<file path="config.mk">
export PLATFORM = sky130hd
export DESIGN_NAME = tic_top
export DESIGN_NICKNAME = d
export VERILOG_FILES = /design/src/tic_pkg.sv /design/src/tic_top.sv /design/src/tic_sync.sv /design/src/tic_counter.sv
export VERILOG_INCLUDE_DIRS = /design/src
export SDC_FILE = /design/constraint.sdc
export NUM_CORES = 1
export LEC_CHECK = 0
export ABC_AREA = 1
export BUFFER_PORTS_ARGS = -buffer_cell sky130_fd_sc_hd__buf_2
export CELL_PAD_IN_SITES_DETAIL_PLACEMENT = 0
export CELL_PAD_IN_SITES_GLOBAL_PLACEMENT = 1
export CORE_ASPECT_RATIO = 0.7
export CORE_MARGIN = 2
export CORE_UTILIZATION = 40
export CTS_CLUSTER_DIAMETER = 50
export DETAILED_ROUTE_END_ITERATION = 7
export GPL_ROUTABILITY_DRIVEN = 0
export MAX_ROUTING_LAYER = met4
export PLACE_DENSITY = 0.91
export SLEW_MARGIN = 20
export SYNTH_ARGS = -nofsm -noshare
export SYNTH_HDL_FRONTEND = slang
export SYNTH_SLANG_ARGS = --single-unit
</file>
<file path="constraint.sdc">
create_clock -name clk_i -period 2.1 [get_ports clk_i]
set_clock_uncertainty 0.1 [all_clocks]
set_input_delay 0.315 -clock clk_i [delete_from_list [all_inputs] [get_ports clk_i]]
set_output_delay 0.315 -clock clk_i [all_outputs]
set_load 0.02 [all_outputs]
</file>
<file path="src/tic_cfg.svh">
// Functional notes
// - master enable off blocks every interrupt
// - enable register holds five per-source bits
// - each source vectors to fixed address
// - trigger type selects low level or falling edge
// - edge flag set on detect, cleared on service
// - priority register gives each source level bit
// - only higher level may preempt active service
// - same level resolved in fixed source order
// - overflow flag set, cleared on vectoring
// - run bits turn each timer on/off
// - gating counts only while irq pin high
// - source select picks clock or count pin
// - mode bits pick 13/16/8-reload/split modes
// - mode 3 splits timer 0 into two bytes
// - timer 1 in mode 3 holds value
`ifndef TIC_CFG_SVH
`define TIC_CFG_SVH
`define ADR_IE      4'h0
`define ADR_IP      4'h1
`define ADR_TIMER_CTRL_FLAGS    4'h2
`define ADR_TIMER_MODE_CFG    4'h3
`define ADR_TL0     4'h4
`define ADR_TH0     4'h5
`define ADR_TL1     4'h6
`define ADR_TH1     4'h7
`define ADR_STAT    4'h8
`define ADR_RETI    4'h9
`define ADR_SERIAL  4'hA
`define B_EA        7
`define B_TF1       7
`define B_TR1       6
`define B_TF0       5
`define B_TR0       4
`define B_IE1       3
`define B_IT1       2
`define B_IE0       1
`define B_IT0       0
`define B_GATE      3
`define B_CT        2
`define NSRC        5
`define MCYC        4'hB
`define PRE_TOP     5'h1F
`define VEC_X0      16'h0003
`define VEC_T0      16'h000B
`define VEC_X1      16'h0013
`define VEC_T1      16'h001B
`define VEC_SER     16'h0023
`endif

</file>
<file path="src/tic_pkg.sv">
package tic_pkg;
  typedef enum logic [1:0] {
    MODE_13BIT,
    MODE_16BIT,
    MODE_RELOAD,
    MODE_SPLIT
  } tmr_mode_e;
  typedef enum logic [1:0] {
    ACK_IDLE,
    ACK_PEND,
    ACK_DONE
  } ack_state_e;
endpackage

</file>
<file path="src/tic_top.sv">
// Implementation choices: the Wishbone slave port and the register offsets.
`timescale 1ns/1ns
`include "tic_cfg.svh"
// two timer/counters with five-source two-level interrupt control
module tic_top (
  // clock and reset
  input  wire logic        clk_i,
  input  wire logic        rst_i,
  // wishbone slave
  input  wire logic        cyc_i,
  input  wire logic        stb_i,
  input  wire logic        we_i,
  input  wire logic [5:0]  adr_i,
  input  wire logic [3:0]  sel_i,
  input  wire logic [31:0] dat_i,
  output logic      [31:0] dat_o,
  output logic             ack_o,
  // pins
  input  wire logic        ext_irq_pin0_i,
  input  wire logic        ext_irq_pin1_i,
  input  wire logic        cnt_pin0_i,
  input  wire logic        cnt_pin1_i,
  // serial port request levels
  input  wire logic        rx_done_flag_i,
  input  wire logic        tx_done_flag_i,
  // core interrupt handshake
  input  wire logic        irq_ack_i,
  output logic             irq_req_o,
  output logic      [15:0] irq_vector_o
);
  logic [7:0] irq_enable_reg;
  logic [7:0] irq_priority_reg;
  logic [7:0] timer_ctrl_flags;
  logic [7:0] timer_mode_cfg;
  logic [1:0] in_service_reg;  // [1] high level, [0] low level
  logic [3:0] pin_s;
  logic [3:0] pin_d_reg;
  logic [3:0] mcyc_reg;
  logic       mtick;
  logic [1:0] cfall;
  logic [7:0] tl0, th0, tl1, th1;
  logic       ovf0, ovf0h, ovf1, ovf1h;
  logic [`NSRC-1:0] src_req;
  logic [`NSRC-1:0] src_en;
  logic [`NSRC-1:0] hi_req;
  logic [`NSRC-1:0] lo_req;
  logic [2:0]  pick;
  logic        pick_vld;
  logic        pick_hi;
  logic [2:0]  sel_src_reg;
  logic        sel_hi_reg;
  tic_pkg::ack_state_e ack_state_reg;
  logic        wb_hit;
  logic [3:0]  wadr;
  logic        wr_byte;
  logic        tick0_lo, tick0_hi, tick1;
  logic        run0, run1;
  logic [1:0]  ext_low;
  logic        clr_src_vld;

  tic_sync u_sync (
    .clk_i (clk_i),
    .rst_i (rst_i),
    .pin_i ({cnt_pin1_i, cnt_pin0_i, ext_irq_pin1_i, ext_irq_pin0_i}),
    .pin_o (pin_s)
  );

  assign wb_hit  = cyc_i && stb_i && !ack_o;
  assign wadr    = adr_i[5:2];
  assign wr_byte = wb_hit && we_i && sel_i[0];

  // machine cycle: one tick per twelve clocks
  // pins sampled once a machine cycle, so a pulse shorter than
  // twelve clocks may be missed by the edge detectors
  always_ff @(posedge clk_i) begin
    if (rst_i) begin
      mcyc_reg  <= 4'h0;
      pin_d_reg <= 4'hF;
    end else begin
      mcyc_reg  <= (mcyc_reg == `MCYC) ? 4'h0 : mcyc_reg + 4'h1;
      if (mcyc_reg == `MCYC) begin
        pin_d_reg <= pin_s;
      end
    end
  end
  assign mtick = (mcyc_reg == `MCYC);
  // count pins sampled once a machine cycle, falls counted
  assign cfall = pin_d_reg[3:2] & ~pin_s[3:2] & {2{mtick}};

  assign run0 = timer_ctrl_flags[`B_TR0] &&
                (!timer_mode_cfg[`B_GATE] || pin_s[0]);
  assign run1 = timer_ctrl_flags[`B_TR1] &&
                (!timer_mode_cfg[4+`B_GATE] || pin_s[1]);
  assign tick0_lo = run0 &&
    (timer_mode_cfg[`B_CT] ? cfall[0] : mtick);
  // in split mode the high byte of timer 0 borrows timer 1 run
  assign tick0_hi = timer_ctrl_flags[`B_TR1] && mtick;
  assign tick1 = run1 &&
    (timer_mode_cfg[4+`B_CT] ? cfall[1] : mtick);

  tic_counter u_tmr0 (
    .clk_i     (clk_i),
    .rst_i     (rst_i),
    .mode_i    (timer_mode_cfg[1:0]),
    .tick_lo_i (tick0_lo),
    .tick_hi_i (tick0_hi),
    .hold_i    (1'b0),
    .wr_lo_i   (wr_byte && wadr == `ADR_TL0),
    .wr_hi_i   (wr_byte && wadr == `ADR_TH0),
    .wdata_i   (dat_i[7:0]),
    .lo_o      (tl0),
    .hi_o      (th0),
    .ovf_lo_o  (ovf0),
    .ovf_hi_o  (ovf0h)
  );

  tic_counter u_tmr1 (
    .clk_i     (clk_i),
    .rst_i     (rst_i),
    .mode_i    (timer_mode_cfg[5:4]),
    .tick_lo_i (tick1),
    .tick_hi_i (1'b0),
    .hold_i    (timer_mode_cfg[5:4] == 2'b11),
    .wr_lo_i   (wr_byte && wadr == `ADR_TL1),
    .wr_hi_i   (wr_byte && wadr == `ADR_TH1),
    .wdata_i   (dat_i[7:0]),
    .lo_o      (tl1),
    .hi_o      (th1),
    .ovf_lo_o  (ovf1),
    .ovf_hi_o  (ovf1h)
  );

  // low-level mode: pin level itself requests
  assign ext_low = ~pin_s[1:0];
  assign src_req[0] = timer_ctrl_flags[`B_IT0] ?
    timer_ctrl_flags[`B_IE0] : ext_low[0];
  assign src_req[1] = timer_ctrl_flags[`B_TF0];
  assign src_req[2] = timer_ctrl_flags[`B_IT1] ?
    timer_ctrl_flags[`B_IE1] : ext_low[1];
  assign src_req[3] = timer_ctrl_flags[`B_TF1];
  assign src_req[4] = rx_done_flag_i || tx_done_flag_i;

  genvar g;
  generate
    for (g = 0; g < `NSRC; g = g + 1) begin : g_src
      assign src_en[g] = irq_enable_reg[`B_EA] && irq_enable_reg[g]
                         && src_req[g];
      assign hi_req[g] = src_en[g] && irq_priority_reg[g];
      assign lo_req[g] = src_en[g] && !irq_priority_reg[g];
    end
  endgenerate

  // fixed order inside a level, lowest index first
  // high level scan runs last so it overrides any low level pick
  // low level blocked by either in-service bit, high only by its own
  always_comb begin
    pick     = 3'h0;
    pick_vld = 1'b0;
    pick_hi  = 1'b0;
    for (int i = `NSRC - 1; i >= 0; i--) begin
      if (lo_req[i] && !in_service_reg[1] && !in_service_reg[0]) begin
        pick     = 3'(i);
        pick_vld = 1'b1;
      end
    end
    for (int i = `NSRC - 1; i >= 0; i--) begin
      if (hi_req[i] && !in_service_reg[1]) begin
        pick     = 3'(i);
        pick_vld = 1'b1;
        pick_hi  = 1'b1;
      end
    end
  end

  assign clr_src_vld = (ack_state_reg == tic_pkg::ACK_PEND) && irq_ack_i;

  // request/acknowledge toward the core
  always_ff @(posedge clk_i) begin
    if (rst_i) begin
      ack_state_reg  <= tic_pkg::ACK_IDLE;
      sel_src_reg    <= 3'h0;
      sel_hi_reg     <= 1'b0;
      in_service_reg <= 2'b00;
      irq_req_o      <= 1'b0;
      irq_vector_o   <= 16'h0000;
    end else begin
      case (ack_state_reg)
        tic_pkg::ACK_IDLE: if (pick_vld) begin
          ack_state_reg <= tic_pkg::ACK_PEND;
          sel_src_reg   <= pick;
          sel_hi_reg    <= pick_hi;
          irq_req_o     <= 1'b1;
          case (pick)
            3'h0:    irq_vector_o <= `VEC_X0;
            3'h1:    irq_vector_o <= `VEC_T0;
            3'h2:    irq_vector_o <= `VEC_X1;
            3'h3:    irq_vector_o <= `VEC_T1;
            default: irq_vector_o <= `VEC_SER;
          endcase
        end
        tic_pkg::ACK_PEND: if (irq_ack_i) begin
          ack_state_reg <= tic_pkg::ACK_DONE;
          irq_req_o     <= 1'b0;
          in_service_reg[sel_hi_reg] <= 1'b1;
        end
        tic_pkg::ACK_DONE: ack_state_reg <= tic_pkg::ACK_IDLE;
        default: ack_state_reg <= tic_pkg::ACK_IDLE;
      endcase
      // return from service releases highest active level
      if (wb_hit && we_i && wadr == `ADR_RETI) begin
        if (in_service_reg[1]) begin
          in_service_reg[1] <= 1'b0;
        end else begin
          in_service_reg[0] <= 1'b0;
        end
      end
    end
  end

  // enable, priority and mode registers
  always_ff @(posedge clk_i) begin
    if (rst_i) begin
      irq_enable_reg   <= 8'h00;
      irq_priority_reg <= 8'h00;
      timer_mode_cfg   <= 8'h00;
    end else if (wr_byte) begin
      if (wadr == `ADR_IE) begin
        irq_enable_reg <= dat_i[7:0] & 8'h9F;
      end
      if (wadr == `ADR_IP) begin
        irq_priority_reg <= dat_i[7:0] & 8'h1F;
      end
      if (wadr == `ADR_TIMER_MODE_CFG) begin
        timer_mode_cfg <= dat_i[7:0];
      end
    end
  end

  // control/flags: hardware set beats any clear
  // ordering inside the block gives set the last word
  always_ff @(posedge clk_i) begin
    if (rst_i) begin
      timer_ctrl_flags <= 8'h00;
    end else begin
      if (wr_byte && wadr == `ADR_TIMER_CTRL_FLAGS) begin
        timer_ctrl_flags <= dat_i[7:0];
      end
      if (clr_src_vld) begin
        case (sel_src_reg)
          3'h0: if (timer_ctrl_flags[`B_IT0])
            timer_ctrl_flags[`B_IE0] <= 1'b0;
          3'h1: timer_ctrl_flags[`B_TF0] <= 1'b0;
          3'h2: if (timer_ctrl_flags[`B_IT1])
            timer_ctrl_flags[`B_IE1] <= 1'b0;
          3'h3: timer_ctrl_flags[`B_TF1] <= 1'b0;
          default: ;
        endcase
      end
      if (pin_d_reg[0] && !pin_s[0] && mtick) begin
        timer_ctrl_flags[`B_IE0] <= 1'b1;
      end
      if (pin_d_reg[1] && !pin_s[1] && mtick) begin
        timer_ctrl_flags[`B_IE1] <= 1'b1;
      end
      if (ovf0) begin
        timer_ctrl_flags[`B_TF0] <= 1'b1;
      end
      // split mode: timer 0 high byte owns the timer 1 flag
      if (timer_mode_cfg[1:0] == 2'b11 ? ovf0h : ovf1) begin
        timer_ctrl_flags[`B_TF1] <= 1'b1;
      end
    end
  end

  // wishbone answer one cycle after request
  always_ff @(posedge clk_i) begin
    if (rst_i) begin
      ack_o <= 1'b0;
      dat_o <= 32'h0000_0000;
    end else begin
      ack_o <= wb_hit;
      dat_o <= 32'h0000_0000;
      if (wb_hit && !we_i) begin
        case (wadr)
          `ADR_IE:     dat_o[7:0] <= irq_enable_reg;
          `ADR_IP:     dat_o[7:0] <= irq_priority_reg;
          `ADR_TIMER_CTRL_FLAGS:   dat_o[7:0] <= timer_ctrl_flags;
          `ADR_TIMER_MODE_CFG:   dat_o[7:0] <= timer_mode_cfg;
          `ADR_TL0:    dat_o[7:0] <= tl0;
          `ADR_TH0:    dat_o[7:0] <= th0;
          `ADR_TL1:    dat_o[7:0] <= tl1;
          `ADR_TH1:    dat_o[7:0] <= th1;
          // bit 5 is the timer 0 high-byte overflow pulse of split mode
          `ADR_STAT:   dat_o[5:0] <= {ovf0h, sel_hi_reg, in_service_reg,
                                      irq_req_o, pick_vld};
          `ADR_SERIAL: dat_o[1:0] <= {tx_done_flag_i, rx_done_flag_i};
          default:     dat_o <= 32'h0000_0000;
        endcase
      end
    end
  end
endmodule

</file>
<file path="src/tic_sync.sv">
`timescale 1ns/1ns
// two-stage synchroniser for pin inputs
module tic_sync (
  // clock and reset
  input  wire logic       clk_i,
  input  wire logic       rst_i,
  // pins
  input  wire logic [3:0] pin_i,
  output logic      [3:0] pin_o
);
  logic [3:0] meta_reg;
  always_ff @(posedge clk_i) begin
    if (rst_i) begin
      meta_reg <= 4'hF;
      pin_o    <= 4'hF;
    end else begin
      meta_reg <= pin_i;
      pin_o    <= meta_reg;
    end
  end
endmodule

</file>
<file path="src/tic_counter.sv">
`timescale 1ns/1ns
`include "tic_cfg.svh"
// one timer/counter: low and high byte, four modes
module tic_counter (
  // clock and reset
  input  wire logic       clk_i,
  input  wire logic       rst_i,
  // control
  input  wire logic [1:0] mode_i,
  input  wire logic       tick_lo_i,
  input  wire logic       tick_hi_i,
  input  wire logic       hold_i,
  // software writes
  input  wire logic       wr_lo_i,
  input  wire logic       wr_hi_i,
  input  wire logic [7:0] wdata_i,
  // state
  output logic      [7:0] lo_o,
  output logic      [7:0] hi_o,
  output logic            ovf_lo_o,
  output logic            ovf_hi_o
);
  logic [8:0] lo_sum;
  logic [8:0] hi_sum;
  logic [4:0] pre;
  logic       pre_carry;
  assign lo_sum    = {1'b0, lo_o} + 9'h001;
  assign hi_sum    = {1'b0, hi_o} + 9'h001;
  assign pre       = lo_o[4:0];
  assign pre_carry = (pre == `PRE_TOP);

  always_ff @(posedge clk_i) begin
    ovf_lo_o <= 1'b0;
    ovf_hi_o <= 1'b0;
    if (rst_i) begin
      lo_o <= 8'h00;
      hi_o <= 8'h00;
    end else if (wr_lo_i) begin
      lo_o <= wdata_i;
    end else if (wr_hi_i) begin
      hi_o <= wdata_i;
    end else if (!hold_i) begin
      case (tic_pkg::tmr_mode_e'(mode_i))
        tic_pkg::MODE_13BIT: if (tick_lo_i) begin
          lo_o[4:0] <= pre + 5'h01;
          if (pre_carry) begin
            hi_o     <= hi_sum[7:0];
            ovf_lo_o <= hi_sum[8];
          end
        end
        tic_pkg::MODE_16BIT: if (tick_lo_i) begin
          lo_o <= lo_sum[7:0];
          if (lo_sum[8]) begin
            hi_o     <= hi_sum[7:0];
            ovf_lo_o <= hi_sum[8];
          end
        end
        tic_pkg::MODE_RELOAD: if (tick_lo_i) begin
          lo_o     <= lo_sum[8] ? hi_o : lo_sum[7:0];
          ovf_lo_o <= lo_sum[8];
        end
        tic_pkg::MODE_SPLIT: begin
          if (tick_lo_i) begin
            lo_o     <= lo_sum[7:0];
            ovf_lo_o <= lo_sum[8];
          end
          if (tick_hi_i) begin
            hi_o     <= hi_sum[7:0];
            ovf_hi_o <= hi_sum[8];
          end
        end
        default: lo_o <= lo_o;
      endcase
    end
  end
endmodule

</file>
* Yosys cells after proc, flatten, opt, wreduce, memory -nomap -nowiden
Index checks and enable logic that the tools add are counted.
** Storage, ports and cells
- Register bits after elaboration :: 136
- Input bits :: 54
- Output and inout port bits :: 50
- Logic and storage cells :: 301
** Cells by class
- Add/sub/neg operators :: 7
- Magnitude comparators :: 2
- Equal/unequal tests :: 47
- Multiplexer cells :: 105
- Bitwise gates (word level) :: 10
- Reductions and logical operators :: 103
** Operators by type and width (count)
- $mux 8 :: 24
- $logic_and 1x1->1 :: 57
- $mux 1 :: 49
- $add 8x1->9 const B :: 4
- $pmux 4 s9 :: 1
- $mux 3 :: 10
- $ne 3x2->1 const B :: 10
- $pmux 5 s3 :: 2
- $pmux 6 s4 :: 1
- $pmux 8 s3 :: 1
- $pmux 2 s10 :: 1
- $eq 4x3->1 const B :: 4
- $eq 4x4->1 const B :: 4
- $pmux 8 s2 :: 1
- $ne 3x1->1 const B :: 5
- $pmux 2 s7 :: 1
- $reduce_and 7->1 :: 2
- $logic_not 1->1 :: 13
- $eq 3x2->1 const B :: 4
- $pmux 3 s2 :: 2
- $add 5x1->5 const B :: 2
- $eq 5x5->1 const B :: 2
- $mux 2 :: 5
- $mux 5 :: 2
- other kinds (33) :: 67

* Logic depth before layout (Yosys ltp)
- Word-level depth :: 17
- Depth in mapped cells :: 13
- Gate-level depth less buffers :: 13

* Cells and area by module
From an unflattened synthesis, not the netlist that was laid out.
** Second synthesis, totals
- Cell total of the unflattened synthesis :: 941
- Area, all modules :: 6125.9 µm²
** By module, submodules not included
- tic_top :: times used 1, cells each 458, area each 3156.8 µm², sequential area each 1141.1 µm²
- tic_counter :: times used 2, cells each 229, area each 1372.6 µm², sequential area each 360.3 µm²
- tic_sync :: times used 1, cells each 25, area each 224.0 µm², sequential area each 160.2 µm²

* Worst setup path before layout
OpenSTA, ideal clock, no wires.
- Path type :: register to register
- From :: reg u_tmr1.lo_o[0]
- To :: reg u_tmr1.hi_o[3]
- Library setup time :: 0.114 ns
- Arrival time :: 1.592 ns
- Required time :: 1.886 ns
- Slack :: 0.295 ns
- Cell stages (with the launch flop) :: 11
- Path buffers :: 0
- Clock period less this slack :: 1.805 ns
- Cell sequence :: dfxtp_1 ha_1 nand2_1 nor2_1 ha_1 mux2_2 nand2_1 nor2_1 nand2_1 o21bai_1 nor2_1
** On the way
- Longest elaborated chain between the ends :: 3
- Elaborated cells between the ends (all ways) :: 5
- Those cells by class :: 1 x add/sub; 3 x eq/ne; 1 x reduce/logical
** RTL lines
- start: declaration :: line tic_counter.sv:18 : output logic [7:0] lo_o,
- start signal: assignment :: line tic_counter.sv:39 : lo_o <= wdata_i;
- start signal: assignment :: line tic_counter.sv:45 : lo_o[4:0] <= pre + 5'h01;
- start signal: assignment :: line tic_counter.sv:52 : lo_o <= lo_sum[7:0];
- $add 8x1->9 or $eq 5x5->1 (tied branches)
- $ne 3x1->1 (no source line)
- $reduce_and 7->1 (no source line) *
- end signal: assignment :: line tic_counter.sv:41 : hi_o <= wdata_i;
- end signal: assignment :: line tic_counter.sv:47 : hi_o <= hi_sum[7:0];
- end signal: assignment :: line tic_counter.sv:54 : hi_o <= hi_sum[7:0];
- end: declaration :: line tic_counter.sv:19 : output logic [7:0] hi_o,
Mark *: on every way between the ends. The rest lies on a longest branch, timed or not.
A chain may end at the register's enable or synchronous reset.

* Worst setup path in the final report
- From :: reg ack_o
- To :: reg u_tmr0.lo_o[0]
** On the way
- Longest elaborated chain between the ends :: 7
- Elaborated cells between the ends (all ways) :: 12
- Those cells by class :: 4 x eq/ne; 1 x mux; 7 x reduce/logical
** RTL lines
- start: declaration :: line tic_top.sv:17 : output logic ack_o,
- start signal: assignment :: line tic_top.sv:281 : ack_o <= wb_hit;
- $logic_not 1->1 * :: line tic_top.sv:68 : assign wb_hit = cyc_i && stb_i && !ack_o;
- $logic_and 1x1->1 * :: line tic_top.sv:68
- $logic_and 1x1->1 * (2 in series) :: line tic_top.sv:70 : assign wr_byte = wb_hit && we_i && sel_i[0];
- $logic_and 1x1->1 (no source line)
- $ne 3x2->1 (no source line), or another cell as far along
- $reduce_and 4->1 (no source line)
- end signal: assignment :: line tic_counter.sv:39
- end signal: assignment :: line tic_counter.sv:45
- end signal: assignment :: line tic_counter.sv:52
- end: declaration :: line tic_counter.sv:18
Marks and branches as above.

==> results.py <==
metrics = {
    "critical_path": {
        "cp-end-kind": "flop",
        "worstSetupPathType": "reg -> reg",
        "crit_path_cell_trace": "inv_1 > nand3_1 > nor2_1 > nand2_2 > nor2_4 > inv_1 > nand2_1 > and3_1 > nor2_1",
        "critPathMaxFanout": 13,
        "crit_required_ns": 2.25,
        "crit_family": "simple AND/OR/NAND/NOR gates",
        "startpoint_type": "flop",
        "slowest_delay_ns": 0.31,
        "r2r_slack_ns": 0.15,
        "arrival_ns": 2.10,
        "cp_slowest_cell": "dfxtp_1",
        "path_buf_inv": 2,
    },
    "routing": {
        "wirelength_um": 17380,
        "avgRoutedWirePerCell_um": 15.00,
        "ant_nets": 0,
        "drc": 0,
        "dr.pass1.iters": 5,
        "dr_total_vias": 5818,
        "drt_iter0_markers": 589,
        "viasPerCell": 5.024,
    },
    "timing": {
        "hold_viol": 0,
        "rsz0062_at_grt": "no",
        "slew_headroom_pct": 66.43,
        "worstMarginPinSlew_ns": 0.5029,
        "finalSetupViolCount": 0,
        "finalSetupTns_ns": 0,
        "finalCritPeriodShare_pct": 92.91,
        "min_period_ns": 1.951,
        "drv_slew": 0,
        "fmax_mhz": 512.6,
    },
    "global_route": {
        "grt_pass1_vias": 5113,
        "grt_start_max_net_pins": 29,
        "antenna_found_initial": 0,
        "grt_pass1_wl_um": 27410,
        "grt_usage_pct": 22.96,
        "overflow": 0,
    },
    "yosys": {
        "synth_edf_count": 0,
        "ys_types": 49,
        "synth_top_cell_by_area": "dfxtp_1",
        "synthesis.area_mm2": 0.005972,
        "ys_seq_elements": 100,
        "synth_ff_type": "dfxtp_1",
        "ys_seq_area_share_pct": 33.52,
        "synth_top_area_share_pct": 33.52,
        "synth_area_leaders": "dfxtp_1, nand2_1, nor2_1",
        "synthCells": 884,
        "synthArstFlopShare_pct": 0,
        "ys_warn_count": 0,
        "synth.avg_cell_area_um2": 6.756,
    },
    "cts": {
        "cts_tree": "yes",
        "cts_sinks": 100,
        "clkSlewWorstSetupHoldPaths_ns": 0.07,
        "cts-buffers-inserted": 9,
        "post-cts-setup-buffers": 0,
        "postCtsHoldBufs": 0,
        "ctsHtreeMaxLevel": 3,
        "cts_resized": 0,
        "cts.path.max_buffers": 2,
        "clock_latency_ns": 0.35,
        "root_buffer": "clkbuf_16",
    },
    "cells_and_area": {
        "final_common_cell": "nand2_1",
        "layout-drive-gt1-share_pct": 15.58,
        "final_cell_mix": "nand2_1, nor2_1, inv_1, dfxtp_1, o21ai_0",
        "area_delta_synth_final_pct": 15.42,
        "final_nets": 1028,
        "diodes": 0,
        "fill_cells": 1553,
        "final_util_pct": 47.12,
    },
    "place": {
        "io_buffers": 39,
        "dp_hpwl_um": 13480,
    },
    "job": {
        "maxCapViolCount": 0,
    },
    "floorplanning": {
        "dieHeight_um": 106.2,
        "die_x_um": 150.0,
        "start_util_pct": 40.82,
        "rows": 37,
        "io_pins": 104,
        "dieArea_mm2": 0.01594,
        "core_area_mm2": 0.01463,
    },
    "power_and_ir_drop": {
        "leakagePower_uw": 0.003110,
        "irDropWorstVdd_v": 0.0003343,
        "power.density_mw_per_mm2": 586.9,
    },
    "worst_hold_path": {
        "hold_path.class": "in -> reg",
    },
    "status": {
        "status": "finished, final reports clean",
    },
}
worst reg2reg max path, cell delays in order, from the launching register on:
cell and delay [ns]:
dfxtp_1 0.31, inv_1 0.04, nand3_1 0.08, nor2_1 0.16, nand2_2 0.25, nor2_4 0.24, inv_1 0.22, nand2_1 0.22
and3_1 0.18, nor2_1 0.04
worst paths after layout:
| path | from | end | cells past startpoint |
|---|---|---|---|
| worst max-delay path | ack_o | u_tmr0.lo_o[0] | 9 |
| worst min-delay path | ext_irq_pin1_i | u_sync.meta_reg[1] | 2 |
| worst max register to register | ack_o | u_tmr0.lo_o[0] | 9 |
| worst min register to register | u_sync.meta_reg[0] | u_sync.pin_o[0] | 1 |
cells by family after synthesis:
group	count (synthesis)	synth area share (%)
other	1	0.06279
multiplexers	1	0.1885
flip-flops	100	33.52
buffers and inverters	162	12.63
AND/OR/NAND/NOR	377	27.80
XOR/XNOR	18	2.640
adder cells (fa/ha/maj)	16	3.352
AO/OA/AOI/OAI	209	19.80
cell usage after synthesis, types with 2 or more instances:
master and instances:
nand2_2 7, dfxtp_1 100, inv_2 7, a31oi_1 4, ha_1 16, xnor2_1 4
buf_2 7, a21boi_0 2, o22ai_1 11, a21oi_1 72, nand3_1 44, o21bai_1 13
o21ai_2 2, nor2_4 4, buf_4 36, nor2_1 120, o2111ai_1 3, inv_1 101
nor3b_1 2, or2_2 12, clkbuf_1 9, nor4_1 2, a221oi_1 4, nand4_1 6
nand2_1 152, nor3_1 14, nand3_2 2, o21ai_0 82, nand3b_1 2, xor2_1 14
nor2_2 4, o21ai_1 3, o211ai_1 7
cell type report:
cell class,instances,area (µm²),share of cell area [%]
Clock inverter,5,82.58,1.198
Clock buffer,11,242.7,3.522
Tap cell,195,244.0,3.540
Multi-Input combinational cell,656,3368,48.87
Timing Repair Buffer,81,535.5,7.769
Sequential cell,100,2004,29.08
Inverter,110,415.4,6.026
metal layers:
layer	GRT usage [%]	vias up	part of all wire (%)
met1	35.62	2643	51
met3	5.021	17	8.1
met2	29.88	176	39
li1	-	2982	-
met5	-	-	0
met4	4.515	0	1.1
metrics by stage:
step,area [µm²],cells,hold slack (ns),worst slack [ns],total power [µW]
floorplan,6100,918,0.2895,0.2945,2192
global placement,6540,1142,0.2925,0.09486,2244
detailed placement,6540,1142,0.2947,0.09857,2246
CTS,6865,1158,0.03678,0.1105,4062
global route,6893,1158,0.03337,0.002738,4182
finish,6893,1158,0.03985,0.1490,4045
report_power, final:
| group | switching, µW | internal (µW) | leakage [µW] |
|---|---|---|---|
| Sequential | 11.8 | 1910 | 0.000809 |
| Combinational | 209 | 72.9 | 0.00214 |
| Clock | 755 | 1080 | 0.000160 |
No activity file was read; power rests on OpenSTA's default activity.
